## config.mk

```make
export PLATFORM = sky130hd
export DESIGN_NAME = diagnostic_flag_interrupt_unit
export DESIGN_NICKNAME = d
export VERILOG_FILES = /design/src/shared/diag_flag_pkg.sv /design/src/design/diagnostic_flag_interrupt_unit.sv
export SDC_FILE = /design/constraint.sdc
export NUM_CORES = 1
export LEC_CHECK = 0
export BUFFER_PORTS_ARGS = -buffer_cell sky130_fd_sc_hd__buf_2
export CORE_MARGIN = 5
export CORE_UTILIZATION = 50
export CTS_CLUSTER_DIAMETER = 100
export DETAILED_ROUTE_END_ITERATION = 8
export GPL_TIMING_DRIVEN = 1
export PLACE_DENSITY = 0.77
export SLEW_MARGIN = 25
export SYNTH_ARGS = -nofsm -noshare
export SYNTH_HDL_FRONTEND = slang
export SYNTH_SLANG_ARGS = --single-unit
```

## constraint.sdc

```tcl
create_clock -name ref_clk -period 8.55 [get_ports ref_clk]
set_input_delay 0.4275 -clock ref_clk [delete_from_list [all_inputs] [get_ports ref_clk]]
set_output_delay 0.4275 -clock ref_clk [all_outputs]
set_load 0.02 [all_outputs]
```

## src/shared/diag_flag_pkg.sv

```systemverilog
// constants and carrier types of the diagnostic flag interrupt unit
package diag_flag_pkg;
    // ------------------------------------------------------------
    // flag indices
    // ------------------------------------------------------------
    localparam int NUM_FLAGS    = 20;
    localparam int F_VDD_OVER   = 0;
    localparam int F_VDD_UNDER  = 1;
    localparam int F_DATA_ACC   = 2;
    localparam int F_PROTOCOL   = 3;
    localparam int F_SHD_DOUBLE = 4;
    localparam int F_SHD_SINGLE = 5;
    localparam int F_NVM_DOUBLE = 6;
    localparam int F_NVM_SINGLE = 7;
    localparam int F_OSC_RANGE  = 8;
    localparam int F_OSC_STUCK  = 9;
    localparam int F_SUPPLY_PIN = 10;
    localparam int F_LOW_AMP    = 11;
    localparam int F_BUS_FAIL   = 12;
    localparam int F_WATCHDOG   = 13;
    localparam int F_MECH       = 14;
    localparam int F_BUF_OFFSET = 15;
    localparam int F_BUF_LOAD   = 16;
    localparam int F_COIL_SHORT = 17;
    localparam int F_COIL_TWO   = 18;
    localparam int F_COIL_ONE   = 19;
    // held until power-on reset / evaluated during start-up only
    localparam logic [NUM_FLAGS-1:0] STATIC_MASK  = 20'h26050;
    localparam logic [NUM_FLAGS-1:0] STARTUP_MASK = 20'h200C0;
    // ------------------------------------------------------------
    // widths and timing
    // ------------------------------------------------------------
    localparam int WORD_W = 16;
    localparam int POS_W  = 4;
    localparam int OSC_W  = 12;
    localparam int WD_W   = 16;
    localparam int CNT_W  = 10;
    localparam int CLK_PERIOD_NS   = 20;
    localparam int STARTUP_NS      = 20000;
    localparam int TIMEBASE_NS     = 10000;
    localparam int STARTUP_CYCLES  = (STARTUP_NS + CLK_PERIOD_NS - 1) / CLK_PERIOD_NS;
    localparam int TIMEBASE_CYCLES = TIMEBASE_NS / CLK_PERIOD_NS;
    // ------------------------------------------------------------
    // carriers
    // ------------------------------------------------------------
    typedef struct packed {
        logic                 writeLock;
        logic                 incrementalMode;
        logic                 i2cIrqMode;
        logic                 diagSignal;
        logic                 diagHigh;
        logic [NUM_FLAGS-1:0] irqEnable;
        logic [WD_W-1:0]      watchdogValue;
        logic [OSC_W-1:0]     oscUpper;
        logic [OSC_W-1:0]     oscLower;
    } cfg_s;
    typedef struct packed {
        logic       vddAboveSet;
        logic       vddAboveRelease;
        logic       vddBelowSet;
        logic       vddBelowRelease;
        logic       dataAccessFail;
        logic       supplyPinFault;
        logic       lowAmplitude;
        logic       busFail;
        logic       mechDamage;
        logic       bufferOffset;
        logic       bufferOverload;
        logic       coilShort;
        logic [2:0] coilOneFault;
        logic [2:0] coilTwoFault;
        logic       txOscillator;
    } sense_s;
    typedef struct packed {
        logic              oneBit;
        logic              twoBit;
        logic [POS_W-1:0]  errPos;
        logic [WORD_W-1:0] word;
    } ecc_s;
    typedef struct packed {
        logic hold;
        logic levelHigh;
    } hs_drive_s;
endpackage

```

## src/design/diagnostic_flag_interrupt_unit.sv

```systemverilog
// diagnostic flag collection, interrupt pin and diagnostic output state
//
// Functional notes
// write lock set: every later configuration write is refused
// each detected fault sets its own readable diagnostic flag
// per-flag enable decides whether it raises an interrupt event
// diagnostic signalling on: interrupt forces sine/cosine pins low or high
// static flags stay set until power-on reset
// temporary flags clear once their cause is gone
// continuous checks run always; start-up checks only after reset
// shadow bank: double error static flag, single error temporary flag
// single-bit errors in shadow bank or memory are corrected at output
// start-up memory words checked: double static, single temporary flag
// nonzero watchdog runs periodic timer; expiry sets static flag; zero stops
// coil-to-coil short tested once after reset, held until reset
// oscillator frequency measured; outside limits sets temporary flag
// stopped oscillator sets temporary stuck flag
// supply over/under flags with hysteresis against toggling
// failed serial transfer sets temporary protocol flag
// incremental mode low amplitude flag; host then raises gain
// output pair mean away from half supply sets buffer flag
// each receive coil short or open sets its coil flag
// analog supply low or pin over-voltage sets temporary flag
// interrupt configuration drives the alert pin push-pull
// alert pin low while any enabled flag is active
`timescale 1ns/10ps
module diagnostic_flag_interrupt_unit
    import diag_flag_pkg::*;
(
    input  wire logic                 ref_clk,
    input  wire logic                 reset_n,
    input  wire logic                 cfgWrite,
    input  wire cfg_s                 cfgWriteData,
    input  wire sense_s               sense,
    input  wire logic                 protocolFail,
    input  wire ecc_s                 shadowCheck,
    input  wire ecc_s                 nvmCheck,
    input  wire logic                 nvmWordValid,
    output cfg_s                      cfgActive,
    output logic                      writeRefused,
    output logic [NUM_FLAGS-1:0]      flags,
    output logic [OSC_W-1:0]          oscCount,
    output logic                      startupDone,
    output logic [WORD_W-1:0]         shadowCorrected,
    output logic [WORD_W-1:0]         nvmCorrected,
    output logic                      selectOrAlertPinOut,
    output logic                      selectOrAlertPinOe,
    output hs_drive_s                 highSpeedDrive
);
    // ------------------------------------------------------------
    // declarations
    // ------------------------------------------------------------
    sense_s               senseMeta;
    sense_s               senseSync;
    logic [CNT_W-1:0]     startupCount;
    logic [CNT_W-1:0]     tbCount;
    logic [OSC_W-1:0]     edgeCount;
    logic                 oscPrev;
    logic                 oscEdge;
    logic                 oscValid;
    logic [WD_W-1:0]      wdCount;
    logic                 wdExpire;
    logic [NUM_FLAGS-1:0] cond;
    logic                 alertNow;

    // ------------------------------------------------------------
    // pin synchronisers
    // ------------------------------------------------------------
    always_ff @(posedge ref_clk or negedge reset_n)
    begin
        if (!reset_n)
        begin
            senseMeta <= '0;
            senseSync <= '0;
        end
        else
        begin
            senseMeta <= sense;
            senseSync <= senseMeta;
        end
    end

    // ------------------------------------------------------------
    // configuration and write lock
    // ------------------------------------------------------------
    // the lock bit is part of the stored word, so once set it can never be written back
    always_ff @(posedge ref_clk or negedge reset_n)
    begin
        if (!reset_n)
        begin
            cfgActive    <= '0;
            writeRefused <= 1'b0;
        end
        else
        begin
            if (cfgWrite && !cfgActive.writeLock)
                cfgActive <= cfgWriteData;
            writeRefused <= cfgWrite && cfgActive.writeLock;
        end
    end

    // ------------------------------------------------------------
    // start-up window
    // ------------------------------------------------------------
    always_ff @(posedge ref_clk or negedge reset_n)
    begin
        if (!reset_n)
        begin
            startupCount <= '0;
            startupDone  <= 1'b0;
        end
        else if (!startupDone)
        begin
            startupCount <= startupCount + CNT_W'(1);
            startupDone  <= (startupCount == CNT_W'(STARTUP_CYCLES - 1));
        end
    end

    // ------------------------------------------------------------
    // oscillator time base
    // ------------------------------------------------------------
    // edges faster than half of ref_clk alias; the tx range stays well below
    assign oscEdge = senseSync.txOscillator && !oscPrev;

    always_ff @(posedge ref_clk or negedge reset_n)
    begin
        if (!reset_n)
        begin
            oscPrev   <= 1'b0;
            tbCount   <= '0;
            edgeCount <= '0;
            oscCount  <= '0;
            oscValid  <= 1'b0;
        end
        else
        begin
            oscPrev <= senseSync.txOscillator;
            if (tbCount == CNT_W'(TIMEBASE_CYCLES - 1))
            begin
                tbCount   <= '0;
                oscCount  <= edgeCount + OSC_W'(oscEdge);
                edgeCount <= '0;
                oscValid  <= 1'b1;
            end
            else
            begin
                tbCount   <= tbCount + CNT_W'(1);
                edgeCount <= edgeCount + OSC_W'(oscEdge);
            end
        end
    end

    // ------------------------------------------------------------
    // watchdog
    // ------------------------------------------------------------
    always_ff @(posedge ref_clk or negedge reset_n)
    begin
        if (!reset_n)
        begin
            wdCount  <= '0;
            wdExpire <= 1'b0;
        end
        else if (cfgActive.watchdogValue == '0)
        begin
            wdCount  <= '0;
            wdExpire <= 1'b0;
        end
        else if (wdCount >= cfgActive.watchdogValue - WD_W'(1))
        begin
            wdCount  <= '0;
            wdExpire <= 1'b1;
        end
        else
        begin
            wdCount  <= wdCount + WD_W'(1);
            wdExpire <= 1'b0;
        end
    end

    // ------------------------------------------------------------
    // single-bit correction
    // ------------------------------------------------------------
    // a double error is only flagged; the word passes uncorrected
    always_ff @(posedge ref_clk or negedge reset_n)
    begin
        if (!reset_n)
        begin
            shadowCorrected <= '0;
            nvmCorrected    <= '0;
        end
        else
        begin
            shadowCorrected <= shadowCheck.word
                ^ ((shadowCheck.oneBit && !shadowCheck.twoBit) ?
                   (WORD_W'(1) << shadowCheck.errPos) : '0);
            if (nvmWordValid)
                nvmCorrected <= nvmCheck.word
                    ^ ((nvmCheck.oneBit && !nvmCheck.twoBit) ?
                       (WORD_W'(1) << nvmCheck.errPos) : '0);
        end
    end

    // ------------------------------------------------------------
    // fault conditions
    // ------------------------------------------------------------
    always_comb
    begin
        cond = '0;
        cond[F_VDD_OVER]   = senseSync.vddAboveSet
            || (flags[F_VDD_OVER] && senseSync.vddAboveRelease);
        cond[F_VDD_UNDER]  = senseSync.vddBelowSet
            || (flags[F_VDD_UNDER] && senseSync.vddBelowRelease);
        cond[F_DATA_ACC]   = senseSync.dataAccessFail;
        cond[F_PROTOCOL]   = protocolFail;
        cond[F_SHD_DOUBLE] = shadowCheck.twoBit;
        cond[F_SHD_SINGLE] = shadowCheck.oneBit;
        cond[F_NVM_DOUBLE] = nvmWordValid && nvmCheck.twoBit;
        cond[F_NVM_SINGLE] = nvmWordValid ? nvmCheck.oneBit : flags[F_NVM_SINGLE];
        cond[F_OSC_RANGE]  = oscValid
            && (oscCount > cfgActive.oscUpper || oscCount < cfgActive.oscLower);
        cond[F_OSC_STUCK]  = oscValid && (oscCount == '0);
        cond[F_SUPPLY_PIN] = senseSync.supplyPinFault;
        cond[F_LOW_AMP]    = senseSync.lowAmplitude && cfgActive.incrementalMode;
        cond[F_BUS_FAIL]   = senseSync.busFail;
        cond[F_WATCHDOG]   = wdExpire;
        cond[F_MECH]       = senseSync.mechDamage;
        cond[F_BUF_OFFSET] = senseSync.bufferOffset;
        cond[F_BUF_LOAD]   = senseSync.bufferOverload;
        cond[F_COIL_SHORT] = senseSync.coilShort;
        cond[F_COIL_TWO]   = |senseSync.coilTwoFault;
        cond[F_COIL_ONE]   = |senseSync.coilOneFault;
    end

    // ------------------------------------------------------------
    // flag registers
    // ------------------------------------------------------------
    for (genvar i = 0; i < NUM_FLAGS; i++)
    begin : g_flag
        always_ff @(posedge ref_clk or negedge reset_n)
        begin
            if (!reset_n)
                flags[i] <= 1'b0;
            else if (STARTUP_MASK[i] && startupDone)
                flags[i] <= flags[i];
            else if (STATIC_MASK[i])
                flags[i] <= flags[i] || cond[i];
            else
                flags[i] <= cond[i];
        end
    end

    // ------------------------------------------------------------
    // interrupt outputs
    // ------------------------------------------------------------
    assign alertNow = |(flags & cfgActive.irqEnable);

    // outside interrupt mode the pin is an input for select or address strap
    always_ff @(posedge ref_clk or negedge reset_n)
    begin
        if (!reset_n)
        begin
            selectOrAlertPinOut <= 1'b1;
            selectOrAlertPinOe  <= 1'b0;
            highSpeedDrive      <= '0;
        end
        else
        begin
            selectOrAlertPinOut      <= !alertNow;
            selectOrAlertPinOe       <= cfgActive.i2cIrqMode;
            highSpeedDrive.hold      <= cfgActive.diagSignal && alertNow;
            highSpeedDrive.levelHigh <= cfgActive.diagHigh;
        end
    end
endmodule

```

Word-level counts from Yosys, hierarchy flattened

Index checks and enable logic that the tools add are counted.

$add $sub $neg: 5
Magnitude comparators: 3
Eq/ne operators: 2
Shifts and indexed selects: 2
Muxes and demuxes: 9
Bitwise gates (word level): 4
Reductions and logical operators: 31

Operator list:

| operator                                                               | number |
|---|---|
| 16-bit two-way mux                                                     | 4 |
| 1-bit by 4-bit left shift with 16-bit output, first input constant     | 2 |
| 16-bit bitwise XOR                                                     | 2 |
| 10-bit by 1-bit adder with 10-bit output, second input constant        | 2 |
| 20-bit AND                                                             | 1 |
| 20-bit OR reduction                                                    | 1 |
| 16-bit by 1-bit adder with 16-bit output, second input constant        | 1 |
| 16-bit >= comparator                                                   | 1 |
| 16-bit logical NOT                                                     | 1 |
| 16-bit by 1-bit subtractor with 16-bit output, second input constant   | 1 |
| 12-bit by 1-bit adder with 12-bit output                               | 1 |
| 12-bit greater-than comparator                                         | 1 |
| 1-bit logical AND                                                      | 12 |
| 12-bit logical NOT                                                     | 1 |
| 12-bit < comparator                                                    | 1 |
| 12-bit two-way mux                                                     | 1 |
| 10-bit equality test, second input constant                            | 1 |
| 10-bit by 9-bit equality test with 1-bit output, second input constant | 1 |
| 10-bit two-way mux                                                     | 1 |
| 1-bit logical OR                                                       | 8 |
| 3-bit OR reduction                                                     | 2 |
| 1-bit logical NOT                                                      | 5 |
| 1-bit two-way mux                                                      | 3 |
| 2-bit AND reduction                                                    | 1 |
| 1-bit NOT                                                              | 1 |

Bits in registers: 224
Output and inout port bits: 135
Logic and storage cells: 131

Logic depth before layout (Yosys ltp)

Depth after elaboration: 4
Depth in mapped cells: 13

Least setup slack after synthesis

OpenSTA, ideal clock, no wires.

Kind: reg2reg
Start point: register cfgActive[31] in the netlist's numbering
End point: register wdCount[7]
Library setup time: 0.071 ns
Arrival time: 2.950 ns
Required time: 8.479 ns
Path slack: 5.528 ns
Stages on the path, launching flop included: 13
Cells stage by stage: dfrtp_1 or4_4 nor3_4 nand2_2 nor3_2 xnor2_1 ha_1 a21o_1 a21o_1 a221oi_2 nand4_4 buf_6 nor2_1

Word-level cells in the longest chain between the ends: 4

RTL lines:

| what                                          | RTL line                              | RTL |
|---|---|---|
| start, declared                               | diagnostic_flag_interrupt_unit.sv:39  | `output cfg_s cfgActive,` |
| start signal, assigned                        | diagnostic_flag_interrupt_unit.sv:97  | `cfgActive <= cfgWriteData;` |
| 16-bit by 1-bit subtractor with 16-bit output | diagnostic_flag_interrupt_unit.sv:168 | `else if (wdCount >= cfgActive.watchdogValue - WD_W'(1))` |
| 16-bit >= comparator                          | diagnostic_flag_interrupt_unit.sv:168 |  |
| 16-bit two-way mux                            | diagnostic_flag_interrupt_unit.sv:168 |  |
| 16-bit two-way mux (*)                        | diagnostic_flag_interrupt_unit.sv:163 | `else if (cfgActive.watchdogValue == '0)` |
| end signal, assigned                          | diagnostic_flag_interrupt_unit.sv:175 | `wdCount <= wdCount + WD_W'(1);` |
| end, declared                                 | diagnostic_flag_interrupt_unit.sv:61  | `logic [WD_W-1:0] wdCount;` |

Every way passes the cells marked *; elsewhere a longest branch is shown, timed or not.
A chain may end at the register's enable or synchronous reset.

Final worst setup path

Start point: register cfgActive[31] in the netlist's numbering
End point: register wdCount[13]

The elaborated chain is that of the path after synthesis.

==> metrics.md <==
| Metric | Value |
|---|---|
| Fillers | `1444` |
| Relative slew slack | `0.3982` |
| DR WL/cell | `16.99 um` |
| CP max stage delay | `590 ps` |
| Yosys warns | `0` |
| Via/cell ratio | `5.220` |
| Critical Path RT | `8970 ps` |
| Routability Congestion | `0.8887` |
| Kind of critical path | `flop to flop` |
| Clk_lat worst skew | `510 ps` |
| Slowest stage cell, crit path | `or4_4` |
| Post-synthesis cell area | `9569 um2` |
| Worst setup SP type | `flop` |
| Final Setup Violations | `0` |
| Initial DRC Count | `340` |
| Hold violation total from the final report | `0` |
| Post-DP HPWL | `17.18 mm` |
| Pre-Repair DR Iteration Count | `4` |
| Area delta synth->final | `27.33%` |
| P_leak | `5.849 nW` |
| DIE WIDTH | `148.3 um` |
| DRC Markers | `0` |
| Sequential share of the synthesized area | `0.5859` |
| Cells on Worst Hold Path | `1` |
| ANT cells | `0` |
| Achievable Freq | `315.8 MHz` |
| Largest net degree at the start of global routing | `83` |
| DRT antenna net count | `0` |
| Power per standard cell area | `253.3 nW/um2` |
| Core area | `18770 um2` |
| Clk buf depth | `3` |
| Hold wc startpoint | `sense[0]` |
| Crit Path Max Fanout | `16` |
| Initial antenna violation count | `0` |
| PostCTS Resize Cnt | `0` |
| Setup crit end kind | `flop` |
| Most used DFF post-synth | `dfrtp_1` |
| Synth unique cells | `55` |
| Via count of the first global-routing pass | `7478` |
| Clock-pin transition on the worst setup and hold timing paths | `60 ps` |
| Status | `complete, no violations` |
| Tot Pwr | `3.086 mW` |
| Total global-route track usage | `0.2085` |
| Final WL | `23.04 mm` |
| Vias post-DR | `7078` |
| RSZ-0062 raised after global routing | `false` |
| Async S/R FF share, synth | `1.000` |
| WP data arrival | `3590 ps` |
| CP cell instances | `or4_4, nor3_4, nand2_2, nor3_2, xnor2_1, ha_1, a21o_1, a21o_1, a221oi_2, nand4_4, nor2_1` |
| Nets | `1283` |
| Min Tclk post-route | `3166 ps` |
| Reg2reg path depth | `11` |
| Period Utilization, post-route | `0.3703` |
| Reg2reg setup slack | `5380 ps` |
| DIE HEIGHT | `148.3 um` |
| WHS Endpoint | `senseMeta[0]` |
| Max IR drop VDD | `0.1884 mV` |
| Setup_tns | `0 ps` |
| Mean Syn Cell Area | `11.70 um2` |
| CTS root buf | `clkbuf_16` |
| Worst min-delay path class | `primary input to flop` |
| Row Count | `50` |
| Fraction of layout cells with a size suffix above 1 | `0.3351` |
| Synthesized flop and latch total | `224` |
| CTS sink cnt | `224` |
| Clock skew | `16.20 ps` |
| Post-synth net total | `996` |
| CTS H-tree lvls | `1` |
| Final Hold Slack | `21.05 ps` |
| Final Max Slew Viols | `0` |
| Initial core utilization | `0.5099` |
| CTS tree | `done` |
| Cell count after synthesis | `818` |
| Reg2Reg Capture Point | `wdCount[13]` |
| Io pins | `268` |
| Number of post-CTS setup repair buffers | `0` |
| Worst Max-Slew Pin Slew | `902.6 ps` |
| CP most frequent cell | `a21o_1` |
| Remaining Overflow, GRT | `0` |
| TritonCTS Buffers | `24` |
| DIE AREA | `22000 um2` |
| Max cap viols | `0` |
| FF-to-FF Start | `cfgActive[31]` |
| I/O Buffers | `267` |
| EDFF count, synth | `0` |
| First-pass GRT wire length | `37.52 mm` |
==> stage by stage <==
step                      setup WS, ps  utilization  instance area (um2)  std cells
after global routing              5183       0.6492                12180       1356
final                             5384       0.6492                12180       1356
after floorplan                   5528            -                 9569        818
after CTS                         5340       0.6472                12150       1353
after global placement            5500       0.5949                11170       1304
after detailed placement          5361       0.5949                11170       1304
==> metal layers <==
| layer | vias to the layer above | global-route usage | routed length (um) |
|---|---|---|---|
| met1 | 3414 | 0.2663 | 9434 |
| met2 | 202 | 0.3608 | 11620 |
| met5 | - | 0 | 0 |
| met4 | 0 | 0.07067 | 840 |
| met3 | 64 | 0.03717 | 1147 |
| li1 | 3398 | - | - |
==> cell families (layout without fill, tap and decap cells) <==
kind of cell             after synthesis  after routing  synth area share
adder cells (fa/ha/maj)               45             45           0.05884
multiplexers                          43             43           0.05060
AND/OR/NAND/NOR                      270            270            0.1424
flip-flops                           224            224            0.5859
buffers and inverters                 50            354           0.02118
XOR/XNOR                              83             83           0.07597
AO/OA/AOI/OAI                        103            103           0.06512
==> worst max-delay path: cells and delay by family, from the launching register on <==
kind            cells  cell delay [ps]
simple gates        6             1490
flops               1              440
compound gates      3              730
fa+ha+maj           1              290
xor+xnor            1              150
==> repair_timing <==
item | in CTS | in global routing
setup endpoints to repair | 0 | 0
hold endpoints to repair | 78 | 3
hold buffers | 6 | 3
==> worst max path at each step <==
stage	slack, ps	start	to
finish	5380	cfgActive[31]	wdCount[13]
global route	5180	cfgActive[31]	wdCount[13]
CTS	5340	cfgActive[31]	wdCount[8]
detailed placement	5360	cfgActive[31]	wdCount[8]
global placement	5500	cfgActive[31]	wdCount[9]
floorplan	5530	cfgActive[31]	wdCount[7]
==> sequential cells by signal, summed over array words and instances (netlist names), 7 cells and up <==
| signal | cells |
|---|---|
| nvmCorrected | 16 |
| cfgActive | 65 |
| cond | 7 |
| oscCount | 12 |
| edgeCount | 12 |
| senseSync | 12 |
| senseMeta | 19 |
| shadowCorrected | 16 |
| wdCount | 16 |
| startupCount | 10 |
| tbCount | 10 |
| flags | 20 |
==> cells in the mapped netlist, drive strengths merged, types with 2 or more instances <==
library cell,n,area [um2]
dfrtp,223,5580
nor2,79,296.5
nand2,75,284.0
ha,45,563.0
xnor2,45,394.1
mux2,43,484.2
a21oi,38,190.2
xor2,38,332.8
o21ai,33,165.2
inv,31,116.4
nand3,22,115.1
nand4,22,152.7
nor2b,16,100.1
clkbuf,12,45.04
nor3,11,81.33
a21o,8,60.06
and3,7,43.79
buf,7,41.29
and4,6,52.55
or3,6,38.79
and2,5,32.53
a221oi,4,41.29
a22oi,4,30.03
nor4,4,25.02
or2,4,25.02
a22o,3,26.28
or4,3,26.27
a2111oi,2,17.52
a31oi,2,12.51
and4bb,2,25.02
nand4b,2,17.52
nor3b,2,15.01
o22ai,2,12.51
==> layout make-up <==
| type | count | area, um2 | area share |
|---|---|---|---|
| clock buffers | 30 | 663.1 | 0.05443 |
| clock inverters | 13 | 257.7 | 0.02115 |
| inverters | 31 | 116.4 | 0.009550 |
| multi-input cells | 544 | 3774 | 0.3097 |
| flip-flops and latches | 224 | 5607 | 0.4602 |
| well taps | 234 | 292.8 | 0.02403 |
| repair buffers | 280 | 1474 | 0.1210 |
==> power breakdown <==
group,switching [mW],internal [mW]
clock,0.415,0.762
sequential,0.112,1.19
combinational,0.362,0.245
==> cells in the final DEF, fill, tap and decap left out, drive strengths merged, types with 30 or more instances in the layout <==
| cell | synthesis | routed |
|---|---|---|
| nand2 | 75 | 75 |
| xor2 | 38 | 38 |
| o21ai | 33 | 33 |
| dfrtp | 223 | 223 |
| clkbuf | 12 | 30 |
| mux2 | 43 | 43 |
| buf | 7 | 271 |
| inv | 31 | 31 |
| a21oi | 38 | 38 |
| nor2 | 79 | 79 |
| xnor2 | 45 | 45 |
| ha | 45 | 45 |
No activity file was read; power rests on OpenSTA's default activity.
